$ cat src/logic/debug_lock_pkg.sv
package debug_lock_pkg;

  // Lock key width and super-majority threshold
  localparam int         KEY_BITS    = 32;
  localparam logic [5:0] VOTE_MIN    = 6'h1C;
  // Default key pattern, value is arbitrary
  localparam logic [31:0] KEY_DEFAULT = 32'h5A3C_96E1;

  // Flash protection level coding
  localparam int         PROT_W      = 2;
  localparam logic [1:0] PROT_NONE   = 2'h0;

  // Breakpoint comparators: program first, literal last
  localparam int         BP_PROG_CNT = 6;
  localparam int         BP_LIT_CNT  = 2;
  localparam int         BP_CNT      = BP_PROG_CNT + BP_LIT_CNT;
  localparam int         BP_IDX_W    = 3;

  // Parallel trace port pin count
  localparam int         TRACE_PINS  = 5;

  // Debug and trace pin configurations
  typedef enum logic [2:0] {
    MODE_OFF,
    MODE_JTAG,
    MODE_SWD,
    MODE_PIN_TRC,
    MODE_TRACE,
    MODE_JTAG_TRACE,
    MODE_SWD_PIN,
    MODE_SWD_TRACE
  } dbg_mode_t;

  // Data watchpoint compare kinds
  typedef enum logic [1:0] {
    WP_OFF,
    WP_ADDR,
    WP_RANGE,
    WP_VALUE
  } wp_mode_t;

  // Inclusive address window test
  function automatic logic inWindow(input logic [31:0] a,
                                    input logic [31:0] lo,
                                    input logic [31:0] hi);
    inWindow = (a >= lo) && (a <= hi);
  endfunction

endpackage

$ cat src/logic/debug_lock_latch.sv
`timescale 1ns/1ps
// How it works
// - Latch holds 32 bits; vote is 1 when 28 or more match key
// - Vote 1 closes all test, programming and debug ports and modes
// - Vote 1 blocks any further write or erase of the latch
// - Vote sampled only at reset; that sample alone decides lockout
// - Lockout needs key loaded, committed to cells, then a reset
// - After a key write, ports stay open until the next reset
// - Key writes accepted only while flash protection level is none
// - Latch contents can always be read back over the SWD port
// - Flash protection cleared only by a full device erase
// - Block erase/program/verify granted only if block security allows
// - SWD pairs with single-pin or parallel trace; JTAG only parallel
// - Single-pin trace output shares the JTAG data-out pin
// - Parallel trace port drives five pins for fast bulk trace
// - Six program-address and two literal-access breakpoints
// - Debug compare logic is cleared by rstn and holds its state while clkEn is low
// - Watchpoints match address, range or value and can trigger trace
module debug_lock_latch
  import debug_lock_pkg::*;
#(
  parameter logic [31:0] LOCK_KEY = KEY_DEFAULT
) (
  input  wire logic                  ref_clk,
  input  wire logic                  rstn,
  input  wire logic                  clkEn,
  // Nonvolatile cell array
  input  wire logic [KEY_BITS-1:0]   nvCellData,
  output logic                       nvWrEn,
  output logic [KEY_BITS-1:0]        nvWrData,
  // Key load and commit from the debug port
  input  wire logic                  keyLoad,
  input  wire logic [KEY_BITS-1:0]   keyData,
  input  wire logic                  keyCommit,
  // Flash protection and erase control
  input  wire logic [PROT_W-1:0]     flashProtLevel,
  input  wire logic                  fullEraseReq,
  output logic                       protClear,
  input  wire logic                  blockOpReq,
  input  wire logic                  blockSecOk,
  output logic                       blockOpGrant,
  // Port selection and lock state
  input  wire logic [2:0]            dbgSel,
  input  wire logic                  testModeReq,
  output logic                       lockedOut,
  output logic                       jtagEn,
  output logic                       swdEn,
  output logic                       pinTrcEn,
  output logic                       traceEn,
  output logic                       testModeEn,
  // Shared data-out pin
  input  wire logic                  jtagTdo,
  input  wire logic                  jtagTdoOe,
  input  wire logic                  pinTrcBit,
  output logic                       tdoPinOut,
  output logic                       tdoPinOe,
  // Parallel trace pins
  input  wire logic [TRACE_PINS-1:0] traceWord,
  output logic [TRACE_PINS-1:0]      tracePins,
  // Latch readback over SWD
  input  wire logic                  swdLatchRd,
  output logic                       swdLatchVld,
  output logic [KEY_BITS-1:0]        swdLatchData,
  // Breakpoint configuration and compare
  input  wire logic                  bpWrEn,
  input  wire logic [BP_IDX_W-1:0]   bpSel,
  input  wire logic [31:0]           bpAddrIn,
  input  wire logic                  bpOnIn,
  input  wire logic                  fetchValid,
  input  wire logic [31:0]           fetchAddr,
  input  wire logic                  litValid,
  input  wire logic [31:0]           litAddr,
  output logic                       bpHit,
  output logic [BP_IDX_W-1:0]        bpHitIdx,
  // Watchpoint configuration and compare
  input  wire logic                  wpWrEn,
  input  wire logic [1:0]            wpModeIn,
  input  wire logic [31:0]           wpLoIn,
  input  wire logic [31:0]           wpHiIn,
  input  wire logic [31:0]           wpValIn,
  input  wire logic                  wpTrigIn,
  input  wire logic                  dataValid,
  input  wire logic [31:0]           dataAddr,
  input  wire logic [31:0]           dataVal,
  output logic                       wpHit,
  output logic                       traceTrig
);

  ////////////////////////////////////////////////////////////////////////////
  // Lock vote and capture

  logic latchVote;
  logic captured_r, captured_nxt;
  logic locked_r,   locked_nxt;
  logic portsOpen;

  lock_key_vote #(.LOCK_KEY(LOCK_KEY)) u_vote (
    .cells (nvCellData),
    .match (latchVote)
  );

  // First enabled edge after reset takes the vote, then holds it
  always_comb begin
    captured_nxt = 1'b1;
    locked_nxt   = captured_r ? locked_r : latchVote;
  end

  always_ff @(posedge ref_clk or negedge rstn) begin
    if (!rstn) begin
      captured_r <= 1'b0;
      locked_r   <= 1'b0;
    end else if (clkEn) begin
      captured_r <= captured_nxt;
      locked_r   <= locked_nxt;
    end
  end

  // Ports closed before capture and for good once locked
  assign portsOpen = captured_r && !locked_r;
  assign lockedOut = locked_r;

  ////////////////////////////////////////////////////////////////////////////
  // Volatile key stage and cell programming

  logic                keyOk;
  logic [KEY_BITS-1:0] keyStage_r, keyStage_nxt;
  logic                nvWrEn_r,   nvWrEn_nxt;

  // Writes need open ports, no protection and an unset latch
  assign keyOk = portsOpen && (flashProtLevel == PROT_NONE)
                 && !latchVote;

  always_comb begin
    keyStage_nxt = keyStage_r;
    nvWrEn_nxt   = 1'b0;
    if (keyOk && keyLoad) begin
      keyStage_nxt = keyData;
    end
    if (keyOk && keyCommit && !keyLoad) begin
      nvWrEn_nxt = 1'b1;
    end
  end

  always_ff @(posedge ref_clk or negedge rstn) begin
    if (!rstn) begin
      keyStage_r <= '0;
      nvWrEn_r   <= 1'b0;
    end else if (clkEn) begin
      keyStage_r <= keyStage_nxt;
      nvWrEn_r   <= nvWrEn_nxt;
    end
  end

  assign nvWrEn   = nvWrEn_r;
  assign nvWrData = keyStage_r;

  ////////////////////////////////////////////////////////////////////////////
  // Port enables, shared pin, trace pins, flash grants, readback

  dbg_mode_t           mode;
  logic                jtagEn_r,  jtagEn_nxt;
  logic                swdEn_r,   swdEn_nxt;
  logic                pinTrcEn_r, pinTrcEn_nxt;
  logic                trcEn_r,   trcEn_nxt;
  logic                testEn_r,  testEn_nxt;
  logic                tdoOut_r,  tdoOut_nxt;
  logic                tdoOe_r,   tdoOe_nxt;
  logic [TRACE_PINS-1:0] pins_r,  pins_nxt;
  logic                protClr_r, protClr_nxt;
  logic                blkGnt_r,  blkGnt_nxt;
  logic                rdVld_r,   rdVld_nxt;
  logic [KEY_BITS-1:0] rdData_r,  rdData_nxt;

  assign mode = dbg_mode_t'(dbgSel);

  always_comb begin
    jtagEn_nxt = 1'b0;
    swdEn_nxt  = 1'b0;
    pinTrcEn_nxt = 1'b0;
    trcEn_nxt  = 1'b0;
    // Only the legal debug and trace pairings exist
    unique case (mode)
      MODE_OFF:        ;
      MODE_JTAG:       jtagEn_nxt = 1'b1;
      MODE_SWD:        swdEn_nxt  = 1'b1;
      MODE_PIN_TRC:    pinTrcEn_nxt = 1'b1;
      MODE_TRACE:      trcEn_nxt  = 1'b1;
      MODE_JTAG_TRACE: begin
        jtagEn_nxt = 1'b1;
        trcEn_nxt  = 1'b1;
      end
      MODE_SWD_PIN: begin
        swdEn_nxt    = 1'b1;
        pinTrcEn_nxt = 1'b1;
      end
      MODE_SWD_TRACE: begin
        swdEn_nxt  = 1'b1;
        trcEn_nxt  = 1'b1;
      end
    endcase
    // Lockout overrides every selection
    jtagEn_nxt = jtagEn_nxt && portsOpen;
    swdEn_nxt  = swdEn_nxt  && portsOpen;
    pinTrcEn_nxt = pinTrcEn_nxt && portsOpen;
    trcEn_nxt  = trcEn_nxt  && portsOpen;
    testEn_nxt = testModeReq && portsOpen;
    // Data-out pin carries single-pin trace or JTAG data
    tdoOut_nxt = pinTrcEn_nxt ? pinTrcBit : jtagTdo;
    tdoOe_nxt  = pinTrcEn_nxt || (jtagEn_nxt && jtagTdoOe);
    pins_nxt   = trcEn_nxt ? traceWord : '0;
    // Protection clears only with full erase; block ops need security ok
    protClr_nxt = fullEraseReq && portsOpen;
    blkGnt_nxt  = blockOpReq && blockSecOk && portsOpen;
    // Readback stays available for identifying locked parts
    rdVld_nxt  = swdLatchRd;
    rdData_nxt = swdLatchRd ? nvCellData : rdData_r;
  end

  always_ff @(posedge ref_clk or negedge rstn) begin
    if (!rstn) begin
      jtagEn_r  <= 1'b0;
      swdEn_r   <= 1'b0;
      pinTrcEn_r <= 1'b0;
      trcEn_r   <= 1'b0;
      testEn_r  <= 1'b0;
      tdoOut_r  <= 1'b0;
      tdoOe_r   <= 1'b0;
      pins_r    <= '0;
      protClr_r <= 1'b0;
      blkGnt_r  <= 1'b0;
      rdVld_r   <= 1'b0;
      rdData_r  <= '0;
    end else if (clkEn) begin
      jtagEn_r  <= jtagEn_nxt;
      swdEn_r   <= swdEn_nxt;
      pinTrcEn_r <= pinTrcEn_nxt;
      trcEn_r   <= trcEn_nxt;
      testEn_r  <= testEn_nxt;
      tdoOut_r  <= tdoOut_nxt;
      tdoOe_r   <= tdoOe_nxt;
      pins_r    <= pins_nxt;
      protClr_r <= protClr_nxt;
      blkGnt_r  <= blkGnt_nxt;
      rdVld_r   <= rdVld_nxt;
      rdData_r  <= rdData_nxt;
    end
  end

  assign jtagEn       = jtagEn_r;
  assign swdEn        = swdEn_r;
  assign pinTrcEn     = pinTrcEn_r;
  assign traceEn      = trcEn_r;
  assign testModeEn   = testEn_r;
  assign tdoPinOut    = tdoOut_r;
  assign tdoPinOe     = tdoOe_r;
  assign tracePins    = pins_r;
  assign protClear    = protClr_r;
  assign blockOpGrant = blkGnt_r;
  assign swdLatchVld  = rdVld_r;
  assign swdLatchData = rdData_r;

  ////////////////////////////////////////////////////////////////////////////
  // Breakpoints and watchpoint, cleared by rstn and held while clkEn is low

  logic [31:0]         bpAddr_r [BP_CNT];
  logic [31:0]         bpAddr_nxt [BP_CNT];
  logic [BP_CNT-1:0]   bpOn_r,   bpOn_nxt;
  logic                bpHit_r,  bpHit_nxt;
  logic [BP_IDX_W-1:0] bpIdx_r,  bpIdx_nxt;
  wp_mode_t            wpMode_r, wpMode_nxt;
  logic [31:0]         wpLo_r,   wpLo_nxt;
  logic [31:0]         wpHi_r,   wpHi_nxt;
  logic [31:0]         wpVal_r,  wpVal_nxt;
  logic                wpTrg_r,  wpTrg_nxt;
  logic                wpHit_r,  wpHit_nxt;
  logic                trig_r,   trig_nxt;
  logic                wpMatch;

  always_comb begin
    bpAddr_nxt = bpAddr_r;
    bpOn_nxt   = bpOn_r;
    wpMode_nxt = wpMode_r;
    wpLo_nxt   = wpLo_r;
    wpHi_nxt   = wpHi_r;
    wpVal_nxt  = wpVal_r;
    wpTrg_nxt  = wpTrg_r;
    bpHit_nxt  = 1'b0;
    bpIdx_nxt  = bpIdx_r;
    // Configuration only through an open debug port
    if (portsOpen && bpWrEn) begin
      bpAddr_nxt[bpSel] = bpAddrIn;
      bpOn_nxt[bpSel]   = bpOnIn;
    end
    if (portsOpen && wpWrEn) begin
      wpMode_nxt = wp_mode_t'(wpModeIn);
      wpLo_nxt   = wpLoIn;
      wpHi_nxt   = wpHiIn;
      wpVal_nxt  = wpValIn;
      wpTrg_nxt  = wpTrigIn;
    end
    // Six fetch comparators then two literal comparators, lowest wins
    for (int i = BP_CNT - 1; i >= 0; i--) begin
      if (bpOn_r[i] && ((i < BP_PROG_CNT)
          ? (fetchValid && fetchAddr == bpAddr_r[i])
          : (litValid && litAddr == bpAddr_r[i]))) begin
        bpHit_nxt = 1'b1;
        bpIdx_nxt = BP_IDX_W'(i);
      end
    end
    unique case (wpMode_r)
      WP_OFF:   wpMatch = 1'b0;
      WP_ADDR:  wpMatch = dataAddr == wpLo_r;
      WP_RANGE: wpMatch = inWindow(dataAddr, wpLo_r, wpHi_r);
      WP_VALUE: wpMatch = dataVal == wpVal_r;
    endcase
    wpHit_nxt = dataValid && wpMatch;
    trig_nxt  = wpHit_nxt && wpTrg_r;
  end

  always_ff @(posedge ref_clk or negedge rstn) begin
    if (!rstn) begin
      for (int i = 0; i < BP_CNT; i++) begin
        bpAddr_r[i] <= '0;
      end
      bpOn_r   <= '0;
      bpHit_r  <= 1'b0;
      bpIdx_r  <= '0;
      wpMode_r <= WP_OFF;
      wpLo_r   <= '0;
      wpHi_r   <= '0;
      wpVal_r  <= '0;
      wpTrg_r  <= 1'b0;
      wpHit_r  <= 1'b0;
      trig_r   <= 1'b0;
    end else if (clkEn) begin
      bpAddr_r <= bpAddr_nxt;
      bpOn_r   <= bpOn_nxt;
      bpHit_r  <= bpHit_nxt;
      bpIdx_r  <= bpIdx_nxt;
      wpMode_r <= wpMode_nxt;
      wpLo_r   <= wpLo_nxt;
      wpHi_r   <= wpHi_nxt;
      wpVal_r  <= wpVal_nxt;
      wpTrg_r  <= wpTrg_nxt;
      wpHit_r  <= wpHit_nxt;
      trig_r   <= trig_nxt;
    end
  end

  assign bpHit     = bpHit_r;
  assign bpHitIdx  = bpIdx_r;
  assign wpHit     = wpHit_r;
  assign traceTrig = trig_r;
endmodule

$ cat src/logic/lock_key_vote.sv
`timescale 1ns/1ps
module lock_key_vote
  import debug_lock_pkg::*;
#(
  parameter logic [31:0] LOCK_KEY = KEY_DEFAULT
) (
  input  wire logic [KEY_BITS-1:0] cells,
  output logic                     match
);

  logic [5:0] agree;

  // Count cells that agree with the key, then vote
  always_comb begin
    agree = 6'h00;
    for (int i = 0; i < KEY_BITS; i++) begin
      agree = agree + {5'h00, ~(cells[i] ^ LOCK_KEY[i])};
    end
    match = (agree >= VOTE_MIN);
  end

endmodule

$ cat config.mk
export PLATFORM = sky130hd
export DESIGN_NAME = debug_lock_latch
export DESIGN_NICKNAME = d
export VERILOG_FILES = /design/src/logic/debug_lock_pkg.sv /design/src/logic/debug_lock_latch.sv /design/src/logic/lock_key_vote.sv
export SDC_FILE = /design/constraint.sdc
export NUM_CORES = 1
export LEC_CHECK = 0
export ABC_CLOCK_PERIOD_IN_PS = 5500
export BUFFER_PORTS_ARGS = -buffer_cell sky130_fd_sc_hd__buf_2
export CELL_PAD_IN_SITES_DETAIL_PLACEMENT = 0
export CELL_PAD_IN_SITES_GLOBAL_PLACEMENT = 1
export CORE_UTILIZATION = 50
export CTS_BUF_LIST = sky130_fd_sc_hd__clkbuf_8
export CTS_CLUSTER_DIAMETER = 100
export CTS_CLUSTER_SIZE = 16
export DETAILED_ROUTE_END_ITERATION = 10
export GPL_TIMING_DRIVEN = 0
export PLACE_DENSITY_LB_ADDON = 0.12
export SETUP_SLACK_MARGIN = 0.15
export SKIP_LAST_GASP = 1
export SLEW_MARGIN = 20
export SYNTH_ARGS = -nofsm -noshare
export SYNTH_HDL_FRONTEND = slang
export SYNTH_SLANG_ARGS = --single-unit
$ cat constraint.sdc
create_clock -name ref_clk -period 5.5 [get_ports ref_clk]
set_input_delay 1.1 -clock ref_clk [delete_from_list [all_inputs] [get_ports ref_clk]]
set_output_delay 1.1 -clock ref_clk [all_outputs]
set_load 0.1 [all_outputs]
# --- After elaboration in Yosys (flattened, before gate mapping) ---
# Index checks and enable logic that the tools add are counted.
word_totals:
  regBits: 451
  input_bits: 355
  out_inout_bits: 87
classes:
  add_sub_neg: 31
  order_cmp: 7
  n_eq_ne: 20
  n_mux: 30
  n_bitwise: 18
  reduce_logical: 55
ops:
  columns: ["cell", "count"]
  rows:
  - ["32-bit == test", 10]
  - ["256-bit bitwise mux", 1]
  - ["6-bit by 1-bit adder with 6-bit output", 30]
  - ["32-bit demux with 3-bit select", 1]
  - ["1-bit logical AND", 38]
  - ["32-bit greater-or-equal comparator", 1]
  - ["32-bit less-or-equal comparator", 1]
  - ["32-bit two-way mux", 1]
  - ["3-bit two-way mux", 8]
  - ["1-bit inverter", 17]
  - ["1-bit two-way mux", 15]
  - ["3-bit == test (second input constant)", 4]
  - ["2-bit AND reduction", 6]
  - ["8-bit bitwise mux", 1]
  - ["8-bit nonzero test", 1]
  - ["3-bit by 2-bit == test with 1-bit output (second input constant)", 2]
  - ["6-bit by 5-bit greater-or-equal comparator with 1-bit output (second input constant)", 1]
  - ["3-bit OR reduction", 2]
  - ["5-bit two-way mux", 1]
  - ["2-bit == test (second input constant)", 2]
  - ["4-bit greater-or-equal comparator (second input constant)", 1]
  - ["2-bit zero test", 2]
  - ["3-bit by 4-bit < comparator with 1-bit output (second input constant)", 1]
  - ["4-bit by 1-bit < comparator with 1-bit output (second input constant)", 1]
  - ["other kinds (10)", 13]

# --- Longest topological paths before layout ---
# Gate-level depths: netlist of run 1.
logic_depth:
  depth_word: 38
  depth_mapped: 24
  mapped_depth_nobuf: 22

# --- By module ---
# From an unflattened synthesis of run 1, not the netlist that was laid out.
hier_totals:
  hier_cells: 1738
  hier_area_um2: 22604.2
by_module_without_submodules:
  columns: ["module", "n_inst", "cells_per_inst", "area_each_um2"]
  rows:
  - ["debug_lock_latch", 1, 1646, 21753.4]
  - ["lock_key_vote", 1, 92, 850.8]

# --- Least setup slack after synthesis of run 1 ---
# No wires, ideal clock.
synth_timing:
  path_type: "input -> register"
  from: "in nvCellData[1]"
  to: "reg keyStage_r[10] (netlist: nvWrData[10])"
  setup_ns: 0.125
  t_arrival_ns: 6.658
  required_ns: 5.375
  slack_ns: -1.283
  stages: 22
  path_buffers: 2
  cell_sequence: "inv_1 > ha_1 > inv_1 > fa_1 > inv_1 > fa_1 > fa_1 > inv_1 > fa_1 > fa_1 > fa_1 > inv_1 > fa_1 > fa_1 > a21oi_1 > nor4bb_1 > a221oi_2 > o21ai_1 > or3_1 > buf_6 > buf_6 > mux2_4"
synth_via:
  elab_chain_len: 37
synth_rtl:
  columns: ["item", "line_no", "text"]
  rows:
  - ["start, declared", "debug_lock_latch.sv:28", "input wire logic [KEY_BITS-1:0] nvCellData,"]
  - ["1-bit inverter", "lock_key_vote.sv:17", "agree = agree + {5'h00, ~(cells[i] ^ LOCK_KEY[i])};"]
  - ["1-bit by 1-bit adder with 2-bit output", "lock_key_vote.sv:17", null]
  - ["6-bit by 1-bit adder with 6-bit output (30 in a row)", "lock_key_vote.sv:17", null]
  - ["6-bit by 5-bit greater-or-equal comparator with 1-bit output", "lock_key_vote.sv:19", "match = (agree >= VOTE_MIN);"]
  - ["1-bit zero test", "debug_lock_latch.sv:131", "&& !latchVote;"]
  - ["1-bit logical AND", "debug_lock_latch.sv:131", null]
  - ["1-bit logical AND", "debug_lock_latch.sv:136", "if (keyOk && keyLoad) begin"]
  - ["2-bit AND reduction (no source line)", null, null]
  - ["end signal, assigned", "debug_lock_latch.sv:149", "keyStage_r <= keyStage_nxt;"]
  - ["end, declared", "debug_lock_latch.sv:126", "logic [KEY_BITS-1:0] keyStage_r, keyStage_nxt;"]
# No other way between the ends.
# A chain may end at the register's enable or synchronous reset.

# --- Final worst setup path of run 1 ---
layout_timing:
  from: "in nvCellData[1]"
  to: "reg keyStage_r[7] (netlist: nvWrData[7])"
# The elaborated chain is that of the path after synthesis.

==> results of run 1 <==
==> synth_stat cells, drive strengths merged (24+ instances only) <==
cell and instances:
o21ai 43, nor4 82, nand2 66, nand4 55
nor2 35, inv 125, xor2 183, xnor2 107
nand3 25, buf 64, dfrtp 451, ha 72
mux2 408, fa 24
==> logic make-up (layout without fill, tap and decap cells) <==
group / Yosys count / in the layout
buffers and inverters: 207 / 661
AND/OR/NAND/NOR: 327 / 327
other: 0 / 20
adder cells (fa/ha/maj): 96 / 96
AO/OA/AOI/OAI: 122 / 122
multiplexers: 409 / 409
flip-flops: 451 / 451
XOR/XNOR: 290 / 290
==> power by group through the flow <==
stage               Sequential, µW  Clock [µW]  Combinational, µW
floorplan                     6110           0               2920
global placement              4980           0               5320
detailed placement            5030           0               5430
CTS                           4960        1790               5600
global route                  5090        1890               6050
finish                        4970        1740               5660
==> final timing paths <==
check	slack (ns)	cells past startpoint	end
max	-0.77	23	nvWrData[7]
min in group ref_clk	0.49	2	swdLatchData[31]
max in group asynchronous	3.86	3	nvWrData[2]
min	0.45	1	bpAddr_r[143]
max reg2reg	2.50	6	bpAddr_r[113]
min reg2reg	0.49	2	swdLatchData[31]
==> state kept, by name, summed over array words and instances (netlist names), 2 cells and up <==
signal        count
swdLatchData     32
wpVal_r          32
bpHitIdx          3
tracePins         5
wpMode_r          2
wpLo_r           32
bpAddr_r        256
wpHi_r           32
nvWrData         32
bpOn_r            8
==> worst max-delay path, stage by stage <==
cell,delay (ns)
buf_12,0.09
inv_12,0.03
ha_4,0.25
inv_2,0.03
fa_1,0.47
inv_1,0.05
fa_1,0.45
fa_1,0.49
inv_1,0.05
fa_1,0.49
fa_1,0.43
fa_1,0.49
inv_1,0.05
fa_2,0.35
fa_2,0.37
a21oi_2,0.16
nor4bb_2,0.07
a221oi_2,0.19
o21ai_2,0.13
or3_4,0.42
buf_12,0.17
buf_12,0.15
mux2_4,0.30
==> cells in the final DEF, fill, tap and decap left out, drive strengths merged, types with 6 or more instances in the layout <==
master | synthesis | layout
clkbuf | 18 | 56
nor4 | 82 | 82
mux2 | 408 | 408
a21o | 19 | 19
xnor2 | 107 | 107
nor2 | 35 | 35
nand4 | 55 | 55
nor3 | 18 | 18
xor2 | 183 | 183
diode | 0 | 20
ha | 72 | 72
nand4b | 7 | 7
nand3 | 25 | 25
nor4b | 10 | 10
o21ai | 43 | 43
nand2 | 66 | 66
dfrtp | 451 | 451
buf | 64 | 479
inv | 125 | 125
a22o | 6 | 6
fa | 24 | 24
a21oi | 21 | 21
a211oi | 6 | 6
==> per-stage QoR <==
stage / instances / utilization [%] / setup TNS, ns / setup WS (ns) / total power, µW
CTS: 2954 / 59.05 / -22.76 / -0.7272 / 12360
floorplan: 1902 / - / -35.53 / -1.095 / 9035
global placement: 2908 / 57.38 / -2620.51 / -5.749 / 10300
finish: 2976 / 59.25 / -24.48 / -0.7683 / 12370
detailed placement: 2913 / 57.70 / -57.45 / -1.751 / 10460
global route: 2967 / 59.20 / -28.21 / -0.8785 / 13030
==> repair_timing <==
action | CTS | global route
cloned | 1 | 1
pin swaps | 8 | 1
setup endpoints to repair | 34 | 34
setup buffers | 2 | 1
resized for setup | 13 | 2
==> final cells by class <==
cell class / count / area, µm²
Fill cell: 3910 / 18650
Multi-Input combinational cell: 1244 / 11310
Sequential cell: 451 / 11290
Timing Repair Buffer: 416 / 2276
Tap cell: 600 / 750.7
Clock buffer: 37 / 509.2
Inverter: 125 / 481.7
Buffer: 82 / 444.2
Antenna cell: 20 / 50.05
Clock inverter: 1 / 16.27
==> per-layer routing <==
metal / vias to the layer above / GRT usage, % / part of all wire [%]
met3: 136 / 7.599 / 6.8
li1: 7523 / - / -
met5: - / 0 / 0.15
met2: 556 / 52.50 / 49
met4: 20 / 10.98 / 2.9
met1: 8341 / 39.99 / 41
==> impl_summary.txt, run 1 <==
----------------------------------------------------
[Power]
  Combinational group share of total power ... about 46%
  Static leakage ... between 0.01 and 0.015 µW
  Internal cell power ... 7147 µW
  Switching component of the power ... 5220 µW
  Proportion of total power due to net switching ... between 40 and 50%
  Maximum vdd ir drop ... approximately 0.38 mV
  Clock network fraction of design power ... 14.1%
  Power per unit of standard cell area ... between 400 and 500 mW/mm²
  Sequential power share ... about two fifths

[Placed design]
  Routability Congestion ... 0.9225
  Post-DP Area ... roughly 0.026 mm²
  Dpl hpwl ... ~60 mm
  Port Buffer Count ... between 400 and 500

[Synth]
  Synth Warn # ... 0
  Largest cells by area after synthesis ... dfrtp_1 (48%), mux2_2 (18%), xor2_1 (6.8%)
  Post-synthesis cell area ... about 0.023 mm²
  Area fraction in compound gates after synthesis ... 3.422%
  Synth Area in XOR/XNOR ... 10.84%
  Mapped Cells ... about 1900
  Number of enable flip-flop cells after synthesis ... 0
  Share of synthesized cell area in full adder, half adder and majority cells ... 5.894%
  Seq/Total Area, Yosys ... between 40 and 50%
  Most used DFF post-synth ... dfrtp_1
  Proportion of synthesized area in mux cells ... 20.13%
  Post-synth top area share ... approximately half
  Library cells used by synthesis ... 58
  Synthesized-area fraction occupied by and/or/nand/nor cells ... a little under 8%
  Register bit total from synthesis ... 451
  Mean instance size in the synthesized netlist ... 12.32 µm²
  Mapped Nets ... approximately 2400
  Leading area contributor after synthesis ... dfrtp_1
  Largest family of logic cells by synthesized area ... multiplexers
  Fraction of registers with async set/reset ... 100.0%

[Layout]
  NumNets Final ... around 2800
  Area of all placed cells without fillers ... roughly 0.027 mm²
  Synthesis-to-finish area growth ... 15.73%
  Share of final-layout standard cells stronger than drive strength 1 ... between 30% and 40%

[Clocking]
  Post-CTS Hold Buffers ... 0
  Clk sinks ... approximately 450
  Number of clock buffers inserted by TritonCTS ... 34
  Deepest level of the CTS H-tree ... 2
  Clock Path Buffers ... 3
  Clock tree root driver cell ... clkbuf_8
  TritonCTS clock tree ... built
  Clock latency at the later pin of the worst-skew pair ... about 0.62 ns
  Worst-path clk slew ... between 0.1 and 0.15 ns

[Critical path]
  Critical path capture point type ... register
  CP startpoint kind ... input port
  CP Max Fanout ... 10
  Data arrival time of the critical path ... just under 7 ns
  Critical Setup Path Class ... input port to register
  Data required, critical path ... about 6.0 ns
  Reg-to-reg critical path startpoint ... lockedOut
  Crit path launch ... nvCellData[1]

[Timing]
  Worst hold-check slack ... roughly 0.45 ns
  Setup repair after global routing missed its margin ... yes
  Max Clock Freq ... 159.5 MHz
  Slew at the pin closest to its max-slew limit ... around 0.86 ns
  Slew margin rel. ... 41.62%
  Count of endpoints failing hold in the final timing report ... 0
  Final-report max-slew violation count ... 0
  Period utilization ... 114.0%
  Final worst clock skew ... between 0.02 and 0.03 ns
  Worst-case setup margin in the final layout ... -0.7683 ns
  Shortest period the worst path allows ... approximately 6.3 ns
  Count of final setup violators ... 34

[Routing]
  Wire per inst ... around 25 µm
  Iteration-0 DRC Markers ... roughly 1100
  DRC Markers ... 0
  Vias per Instance ... approximately 5.6
  Remaining antenna violation count ... 0
  Total vias in the final route ... approximately 17000
  Number of search-and-repair iterations in the first detailed-routing pass ... 5
  Total wirelength of the detailed-routed design ... 74.86 mm

[Floorplanning]
  Area of the core ... 0.04577 mm²
  Die span in x ... between 200 and 250 µm
  Number of top-level design ports ... 442
  Starting Density ... between 50 and 60%
  Row count ... 78
  Area of the die ... around 0.048 mm²
  Die H ... around 220 µm

[Global routing]
  Total Routing Usage GR ... roughly a third
  Wire length of the first global-routing pass ... about 110 mm
  Via count of the first global-routing pass ... ~17000
  Largest net degree at the start of global routing ... between 90 and 100
  Initial antenna violation count ... 29
  Residual overflow from global routing ... 0

[Min path]
  Type of the tightest min-delay check ... input port to asynchronous set/reset pin

[Outcome]
  Violations in the final reports ... setup timing
  Result of the run ... finished with violations

[Run]
  Max-capacitance violation count ... 0

----------------------------------------------------
Power figures use the tool's default switching activity.
==> inputs of run 2 (changes only) <==
--- a/config.mk
+++ b/config.mk
@@ -5,11 +5,12 @@
 export SDC_FILE = /design/constraint.sdc
 export NUM_CORES = 1
 export LEC_CHECK = 0
+export ABC_AREA = 1
 export ABC_CLOCK_PERIOD_IN_PS = 5500
 export BUFFER_PORTS_ARGS = -buffer_cell sky130_fd_sc_hd__buf_2
 export CELL_PAD_IN_SITES_DETAIL_PLACEMENT = 0
 export CELL_PAD_IN_SITES_GLOBAL_PLACEMENT = 1
-export CORE_UTILIZATION = 50
+export CORE_UTILIZATION = 46
 export CTS_BUF_LIST = sky130_fd_sc_hd__clkbuf_8
 export CTS_CLUSTER_DIAMETER = 100
 export CTS_CLUSTER_SIZE = 16
==> impl_summary.txt, run 2 <==
----------------------------------------------------
[Outcome]
  Result of the run ... finished with violations
  Violations in the final reports ... setup timing

[Min path]
  Type of the tightest min-delay check ... input port to asynchronous set/reset pin

[Timing]
  Final-report max-slew violation count ... 0
  Slew at the pin closest to its max-slew limit ... 1.046 ns
  Setup repair after global routing missed its margin ... yes
  Worst-case setup margin in the final layout ... -0.3748 ns
  Max Clock Freq ... approximately 170 MHz
  Count of final setup violators ... 33
  Slew margin rel. ... 30.28%
  Shortest period the worst path allows ... between 5 and 6 ns
  Final worst clock skew ... between 0.03 and 0.04 ns
  Count of endpoints failing hold in the final timing report ... 0
  Period utilization ... 106.8%

[Floorplanning]
  Die span in x ... about 230 µm
  Starting Density ... between 40% and 50%
  Area of the die ... around 0.053 mm²
  Number of top-level design ports ... roughly 440
  Area of the core ... slightly above 0.05 mm²
  Row count ... around 80
  Die H ... 229.3 µm

[Global routing]
  Initial antenna violation count ... 14
  Residual overflow from global routing ... 0
  Total Routing Usage GR ... approximately 34%
  Largest net degree at the start of global routing ... 96
  Wire length of the first global-routing pass ... between 100 and 150 mm
  Via count of the first global-routing pass ... approximately 21000

[Synth]
  Register bit total from synthesis ... approximately 450
  Cell with the most instances after synthesis ... nand2_1
  Library cells used by synthesis ... 41
  Number of enable flip-flop cells after synthesis ... 0
  Leading area contributor after synthesis ... dfrtp_1
  Post-synth top area share ... a little under half
  Synth Warn # ... 0
  Largest cells by area after synthesis ... dfrtp_1 (47%), nand2_1 (13%), inv_1 (7.2%)
  Mapped Nets ... roughly 3400
  Top post-synthesis cells by count ... nand2_1 (837), inv_1 (456), dfrtp_1 (451), o21ai_0 (317), nor2_1 (251)
  Mean instance size in the synthesized netlist ... approximately 8 µm²
  Mapped Cells ... 2958
  Post-synthesis cell area ... 0.02377 mm²
  Fraction of registers with async set/reset ... 100.0%
  Most used DFF post-synth ... dfrtp_1
  Seq/Total Area, Yosys ... between 40% and 50%

[Placed design]
  Dpl cells ... about 4100
  Port Buffer Count ... around 420
  Routability Congestion ... slightly below 1
  Post-place setup slack ... -1.370 ns
  Dpl hpwl ... approximately 70 mm

[Power]
  Maximum vdd ir drop ... about 0.25 mV
  Power per unit of standard cell area ... 371.0 mW/mm²
  Clock network fraction of design power ... 17.1%
  Static leakage ... around 0.014 µW
  Internal cell power ... about 6000 µW
  Proportion of total power due to net switching ... approximately 43%
  Combinational group share of total power ... 40.3%
  Sequential power share ... 42.6%
  Switching component of the power ... approximately 4400 µW

[Routing]
  Vias per Instance ... 5.308
  Wire per inst ... around 22 µm
  DRC Markers ... 0
  Number of search-and-repair iterations in the first detailed-routing pass ... 6
  Total wirelength of the detailed-routed design ... roughly 89 mm
  Iteration-0 DRC Markers ... 1978
  Remaining antenna violation count ... 0
  Total vias in the final route ... between 20000 and 25000

[Critical path]
  Crit path launch ... nvCellData[1]
  Top cell by count, worst path ... fa_1
  Worst r2r dst ... bpAddr_r[111]
  Register-to-Register Path Depth ... 7
  Peak per-stage delay on the critical path ... 0.52 ns
  Critical path capture point type ... register
  CP startpoint kind ... input port
  Buffer and inverter count on the worst path ... 8
  Crit-path slowest cell ... fa_1
  Critical Setup Path Class ... input port to register
  Data required, critical path ... roughly 6.0 ns
  Reg-to-reg critical path startpoint ... lockedOut
  CP Max Fanout ... 5
  Data arrival time of the critical path ... approximately 6.4 ns
  Worst R2R Setup Slack ... between 2 and 3 ns
  Cell family with the largest share of critical-path delay ... adder cells

[Clocking]
  Clock Path Buffers ... 3
  Clock tree root driver cell ... clkbuf_8
  Clock latency at the later pin of the worst-skew pair ... around 0.63 ns
  TritonCTS clock tree ... built
  Number of clock buffers inserted by TritonCTS ... 34
  Clk sinks ... 451
  Deepest level of the CTS H-tree ... 2
  Worst-path clk slew ... 0.12 ns

[Layout]
  Largest Register ... bpAddr_r
  Number of flip-flops under the largest register name ... between 200 and 300
  Synthesis-to-finish area growth ... 16.24%
  NumNets Final ... 3876
  Commonest cells after routing, fill and taps aside ... nand2_1 (830), inv_1 (454), buf_2 (454)
  Fill count ... just under 5000
  Share of final-layout standard cells stronger than drive strength 1 ... a little under a fifth
  Final cell count without fillers ... roughly 4000
  Most frequent standard cell in the layout excluding fill and tap cells ... nand2_1

[Run]
  Max-capacitance violation count ... 0

----------------------------------------------------
[run 2: changes by cell type after synthesis, sizes merged, moves of 75 or more]
cell / change
o21ai: +306
xnor2: -89
xor2: -155
mux2: -310
inv: +334
nor2: +217
a21oi: +112
nor4: -75
nand2: +772
[run 2: logic make-up after synthesis]
group	synth area share, %
AND/OR/NAND/NOR	19.79
XOR/XNOR	1.695
buffers and inverters	9.229
multiplexers	4.643
adder cells (fa/ha/maj)	5.812
AO/OA/AOI/OAI	11.34
flip-flops	47.49
[run 2: worst max-delay path by stage]
stage | endpoint | cells past startpoint
2_1_floorplan | nvWrData[10] | 23
3_3_place_gp | bpAddr_r[91] | 1
3_5_place_dp | nvWrData[20] | 23
4_1_cts | nvWrData[20] | 24
5_1_grt | nvWrData[20] | 24
6_report | nvWrData[26] | 25
[run 2: timing repair]
item,CTS,global route
resized for setup,26,7
cloned,4,0
hold buffers,0,0
endpoints found under the setup margin,34,34
pin swaps,5,1
buffers inserted,4,2
[run 2: layout make-up]
| class | count | area, µm² | area share (%) |
|---|---|---|---|
| clock inverter | 2 | 23.77 | 0.08605 |
| buffer | 105 | 504.2 | 1.825 |
| multi-input combinational | 1944 | 10380 | 37.57 |
| tap | 672 | 840.8 | 3.043 |
| clock buffer | 35 | 481.7 | 1.744 |
| antenna | 18 | 45.04 | 0.1630 |
| inverter | 459 | 1735 | 6.282 |
| sequential | 451 | 11290 | 40.85 |
| timing repair buffer | 430 | 2330 | 8.433 |
[run 2: power by group through the flow]
stage	clock (µW)	sequential (µW)	combinational, µW
floorplan	0	5400	1900
global placement	0	4400	3880
detailed placement	0	4420	3970
CTS	1800	4360	4090
global route	1900	4450	4520
finish	1750	4370	4130
[run 2: per-stage QoR]
stage / area [µm²] / util [%] / hold slack [ns] / power (µW) / setup TNS, ns
2_1_floorplan: 23820 / - / 0.4346 / 7296 / -24.94
6_report: 27630 / 54.62 / 0.3848 / 10250 / -11.79
5_1_grt: 27600 / 54.57 / 0.3886 / 10860 / -17.70
3_5_place_dp: 26890 / 53.16 / 0.4495 / 8395 / -44.13
4_1_cts: 27540 / 54.45 / 0.3710 / 10250 / -10.62
3_3_place_gp: 26740 / 52.87 / 0.4451 / 8280 / -2817.69
[run 2: layer usage]
layer	global-route usage (%)	vias to the layer above	part of all wire, %
met2	55.24	955	47
met3	5.839	162	8.1
met4	12.88	4	3.7
li1	-	10200	-
met1	45.34	10530	41
met5	0	-	0.030
==> inputs of run 3 (changes only) <==
--- a/config.mk
+++ b/config.mk
@@ -5,15 +5,13 @@
 export SDC_FILE = /design/constraint.sdc
 export NUM_CORES = 1
 export LEC_CHECK = 0
-export ABC_AREA = 1
-export ABC_CLOCK_PERIOD_IN_PS = 5500
+export ABC_CLOCK_PERIOD_IN_PS = 4900
 export BUFFER_PORTS_ARGS = -buffer_cell sky130_fd_sc_hd__buf_2
 export CELL_PAD_IN_SITES_DETAIL_PLACEMENT = 0
 export CELL_PAD_IN_SITES_GLOBAL_PLACEMENT = 1
-export CORE_UTILIZATION = 46
+export CORE_UTILIZATION = 42
 export CTS_BUF_LIST = sky130_fd_sc_hd__clkbuf_8
 export CTS_CLUSTER_DIAMETER = 100
-export CTS_CLUSTER_SIZE = 16
 export DETAILED_ROUTE_END_ITERATION = 10
 export GPL_TIMING_DRIVEN = 0
 export PLACE_DENSITY_LB_ADDON = 0.12
==> constraint.sdc (replaced) <==
create_clock -name ref_clk -period 4.9 [get_ports ref_clk]
set_input_delay 0.98 -clock ref_clk [delete_from_list [all_inputs] [get_ports ref_clk]]
set_output_delay 0.98 -clock ref_clk [all_outputs]
set_load 0.1 [all_outputs]
==> impl_summary.txt, run 3 (synthesized netlist as in run 1, its figures left out) <==
----------------------------------------------------
[Timing]
  Slew at the pin closest to its max-slew limit ... roughly 1.0 ns
  Count of endpoints failing hold in the final timing report ... 0
  Worst-case setup margin in the final layout ... -1.245 ns
  Shortest period the worst path allows ... 6.145 ns
  Final-report max-slew violation count ... 0
  Slew margin rel. ... 31.71%
  Period utilization ... 125.4%
  Max Clock Freq ... approximately 160 MHz
  Count of final setup violators ... 34
  Final worst clock skew ... approximately 0.028 ns
  Setup repair after global routing missed its margin ... yes

[Global routing]
  Largest net degree at the start of global routing ... 101
  Wire length of the first global-routing pass ... between 100 and 150 mm
  GR Layer Usage met3 ... around 8.5%
  Total Routing Usage GR ... 27.48%
  Via count of the first global-routing pass ... 17730
  GRT Max-Usage Layer ... met2
  Residual overflow from global routing ... 0
  Met2 track demand over resource in global routing ... a little under half
  Initial antenna violation count ... 23
  GR Layer Usage met1 ... between 30% and 40%

[Power]
  Maximum vdd ir drop ... ~0.42 mV
  Clock network fraction of design power ... 23.6%
  Proportion of total power due to net switching ... 39.97%
  Power per unit of standard cell area ... approximately 560 mW/mm²
  Sequential power share ... between 30% and 40%
  Combinational group share of total power ... just over 40%
  Static leakage ... 0.01356 µW
  Switching component of the power ... ~6300 µW
  Internal cell power ... 9517 µW

[Floorplanning]
  Number of top-level design ports ... between 400 and 500
  Area of the die ... ~0.057 mm²
  Starting Density ... about 43%
  Area of the core ... 0.05509 mm²
  Die H ... 238.2 µm
  Row count ... between 80 and 90
  Die span in x ... around 240 µm

[Routing]
  Total wirelength of the detailed-routed design ... a little under 80 mm
  Vias per Instance ... around 5.2
  Remaining antenna violation count ... 0
  Iteration-0 DRC Markers ... about 950
  Wire per inst ... 23.95 µm
  Number of search-and-repair iterations in the first detailed-routing pass ... 5
  Total vias in the final route ... approximately 17000
  DRC Markers ... 0

[Clocking]
  Worst-path clk slew ... about 0.06 ns
  Number of clock buffers inserted by TritonCTS ... just over 80
  Post-CTS Hold Buffers ... 0
  Deepest level of the CTS H-tree ... 3
  TritonCTS clock tree ... built
  Clk sinks ... between 400 and 500
  Clock tree root driver cell ... clkbuf_8
  Clock latency at the later pin of the worst-skew pair ... 0.67 ns
  Clock Path Buffers ... 3

[Placed design]
  Dpl hpwl ... slightly above 60 mm
  Post-place setup slack ... -2.119 ns
  Port Buffer Count ... a little over 400
  Routability Congestion ... ~0.96

[Layout]
  Most frequent standard cell in the layout excluding fill and tap cells ... buf_2
  Area used by multi-input combinational logic ... between 0.01 and 0.015 mm²
  Number of flip-flops under the largest register name ... approximately 260
  Synthesis-to-finish area growth ... 21.46%
  Share of final-layout standard cells stronger than drive strength 1 ... around two fifths
  Post-layout utilization of the core ... around half
  Register area ... about 0.011 mm²
  NumNets Final ... 2855
  Largest Register ... bpAddr_r
  Commonest cells after routing, fill and taps aside ... buf_2 (460), dfrtp_1 (451), mux2_2 (375)
  Fill count ... about 5100

[Critical path]
  Register-to-Register Path Depth ... 6
  Critical Setup Path Class ... input port to register
  Critical path capture point type ... register
  CP startpoint kind ... input port
  Data required, critical path ... 5.43 ns
  Worst R2R Setup Slack ... roughly 1.8 ns
  CP Max Fanout ... 10
  Data arrival time of the critical path ... 6.68 ns

[Outcome]
  Result of the run ... finished with violations
  Violations in the final reports ... setup timing

[Run]
  Max-capacitance violation count ... 0

[Min path]
  Type of the tightest min-delay check ... input port to asynchronous set/reset pin

----------------------------------------------------
run 3: cell count changes in the layout (fill, tap and decap cells not counted), sizes merged, moves of 18 or more:
cell,before,now
nor2,252,35
nand2,838,66
clkbuf,89,127
a21oi,133,21
xnor2,18,107
mux2,98,408
inv,459,144
xor2,28,183
nand4,34,55
nand3,43,25
nor4,7,82
a21o,1,19
o21ai,349,43
run 3: worst max-delay path, stage by stage:
cell      delay, ns
buf_8          0.09
inv_12         0.03
ha_4           0.25
inv_2          0.03
fa_1           0.50
inv_2          0.04
fa_1           0.45
fa_1           0.50
inv_1          0.05
fa_1           0.49
fa_1           0.43
fa_1           0.49
inv_1          0.05
fa_2           0.36
fa_2           0.38
a21oi_4        0.15
nor4bb_2       0.07
a221oi_2       0.20
o21ai_2        0.11
or3_4          0.41
buf_8          0.15
buf_12         0.15
mux2_4         0.30
run 3: metal layers:
| metal | part of all wire (%) | up-vias |
|---|---|---|
| met5 | 0.24 | - |
| met4 | 3.0 | 32 |
| met3 | 7.6 | 151 |
| met2 | 48 | 524 |
| met1 | 41 | 8308 |
| li1 | - | 7669 |
run 3: final cells by class:
| cell class | count | share of cell area [%] |
|---|---|---|
| multi-input cells | 1244 | 39.79 |
| inverters | 125 | 1.692 |
| flip-flops and latches | 451 | 39.65 |
| clock inverters | 38 | 0.8220 |
| well taps | 748 | 3.288 |
| diodes | 7 | 0.06154 |
| clock buffers | 109 | 5.271 |
| plain buffers | 82 | 1.525 |
| repair buffers | 417 | 7.899 |
run 3: timing repair:
action / CTS / global route
setup endpoints to repair: 34 / 34
pin swaps: 6 / 3
buffers inserted: 4 / 2
resized for setup: 14 / 4
run 3: worst paths after layout:
kind / start / end
worst min-delay path: rstn / bpAddr_r[216]
worst max register to register: lockedOut / bpAddr_r[189]
min in group ref_clk: bpHit / bpHit
worst max-delay path: nvCellData[1] / nvWrData[28]
max in group asynchronous: rstn / bpAddr_r[50]
worst min register to register: bpHit / bpHit
run 3: power groups by stage:
stage                     logic, µW  clock network (µW)  registers [µW]
after floorplan                3280                   0            6860
after global placement         6090                   0            5590
after detailed placement       6200                   0            5630
after CTS                      6400                3850            5580
after global routing           7010                4020            5720
final                          6530                3740            5580
run 3: stage by stage:
step / hold WS, ns / total power, µW / area [µm²] / instances / setup TNS, ns
5_1_grt: 0.1378 / 16760 / 28460 / 3220 / -45.31
6_report: 0.1459 / 15850 / 28460 / 3221 / -40.64
2_1_floorplan: 0.4570 / 10140 / 23480 / 1902 / -51.85
3_5_place_dp: 0.4670 / 11830 / 26600 / 3061 / -69.94
4_1_cts: 0.1018 / 15830 / 28420 / 3212 / -39.29
3_3_place_gp: 0.4592 / 11680 / 26450 / 3056 / -2974.35
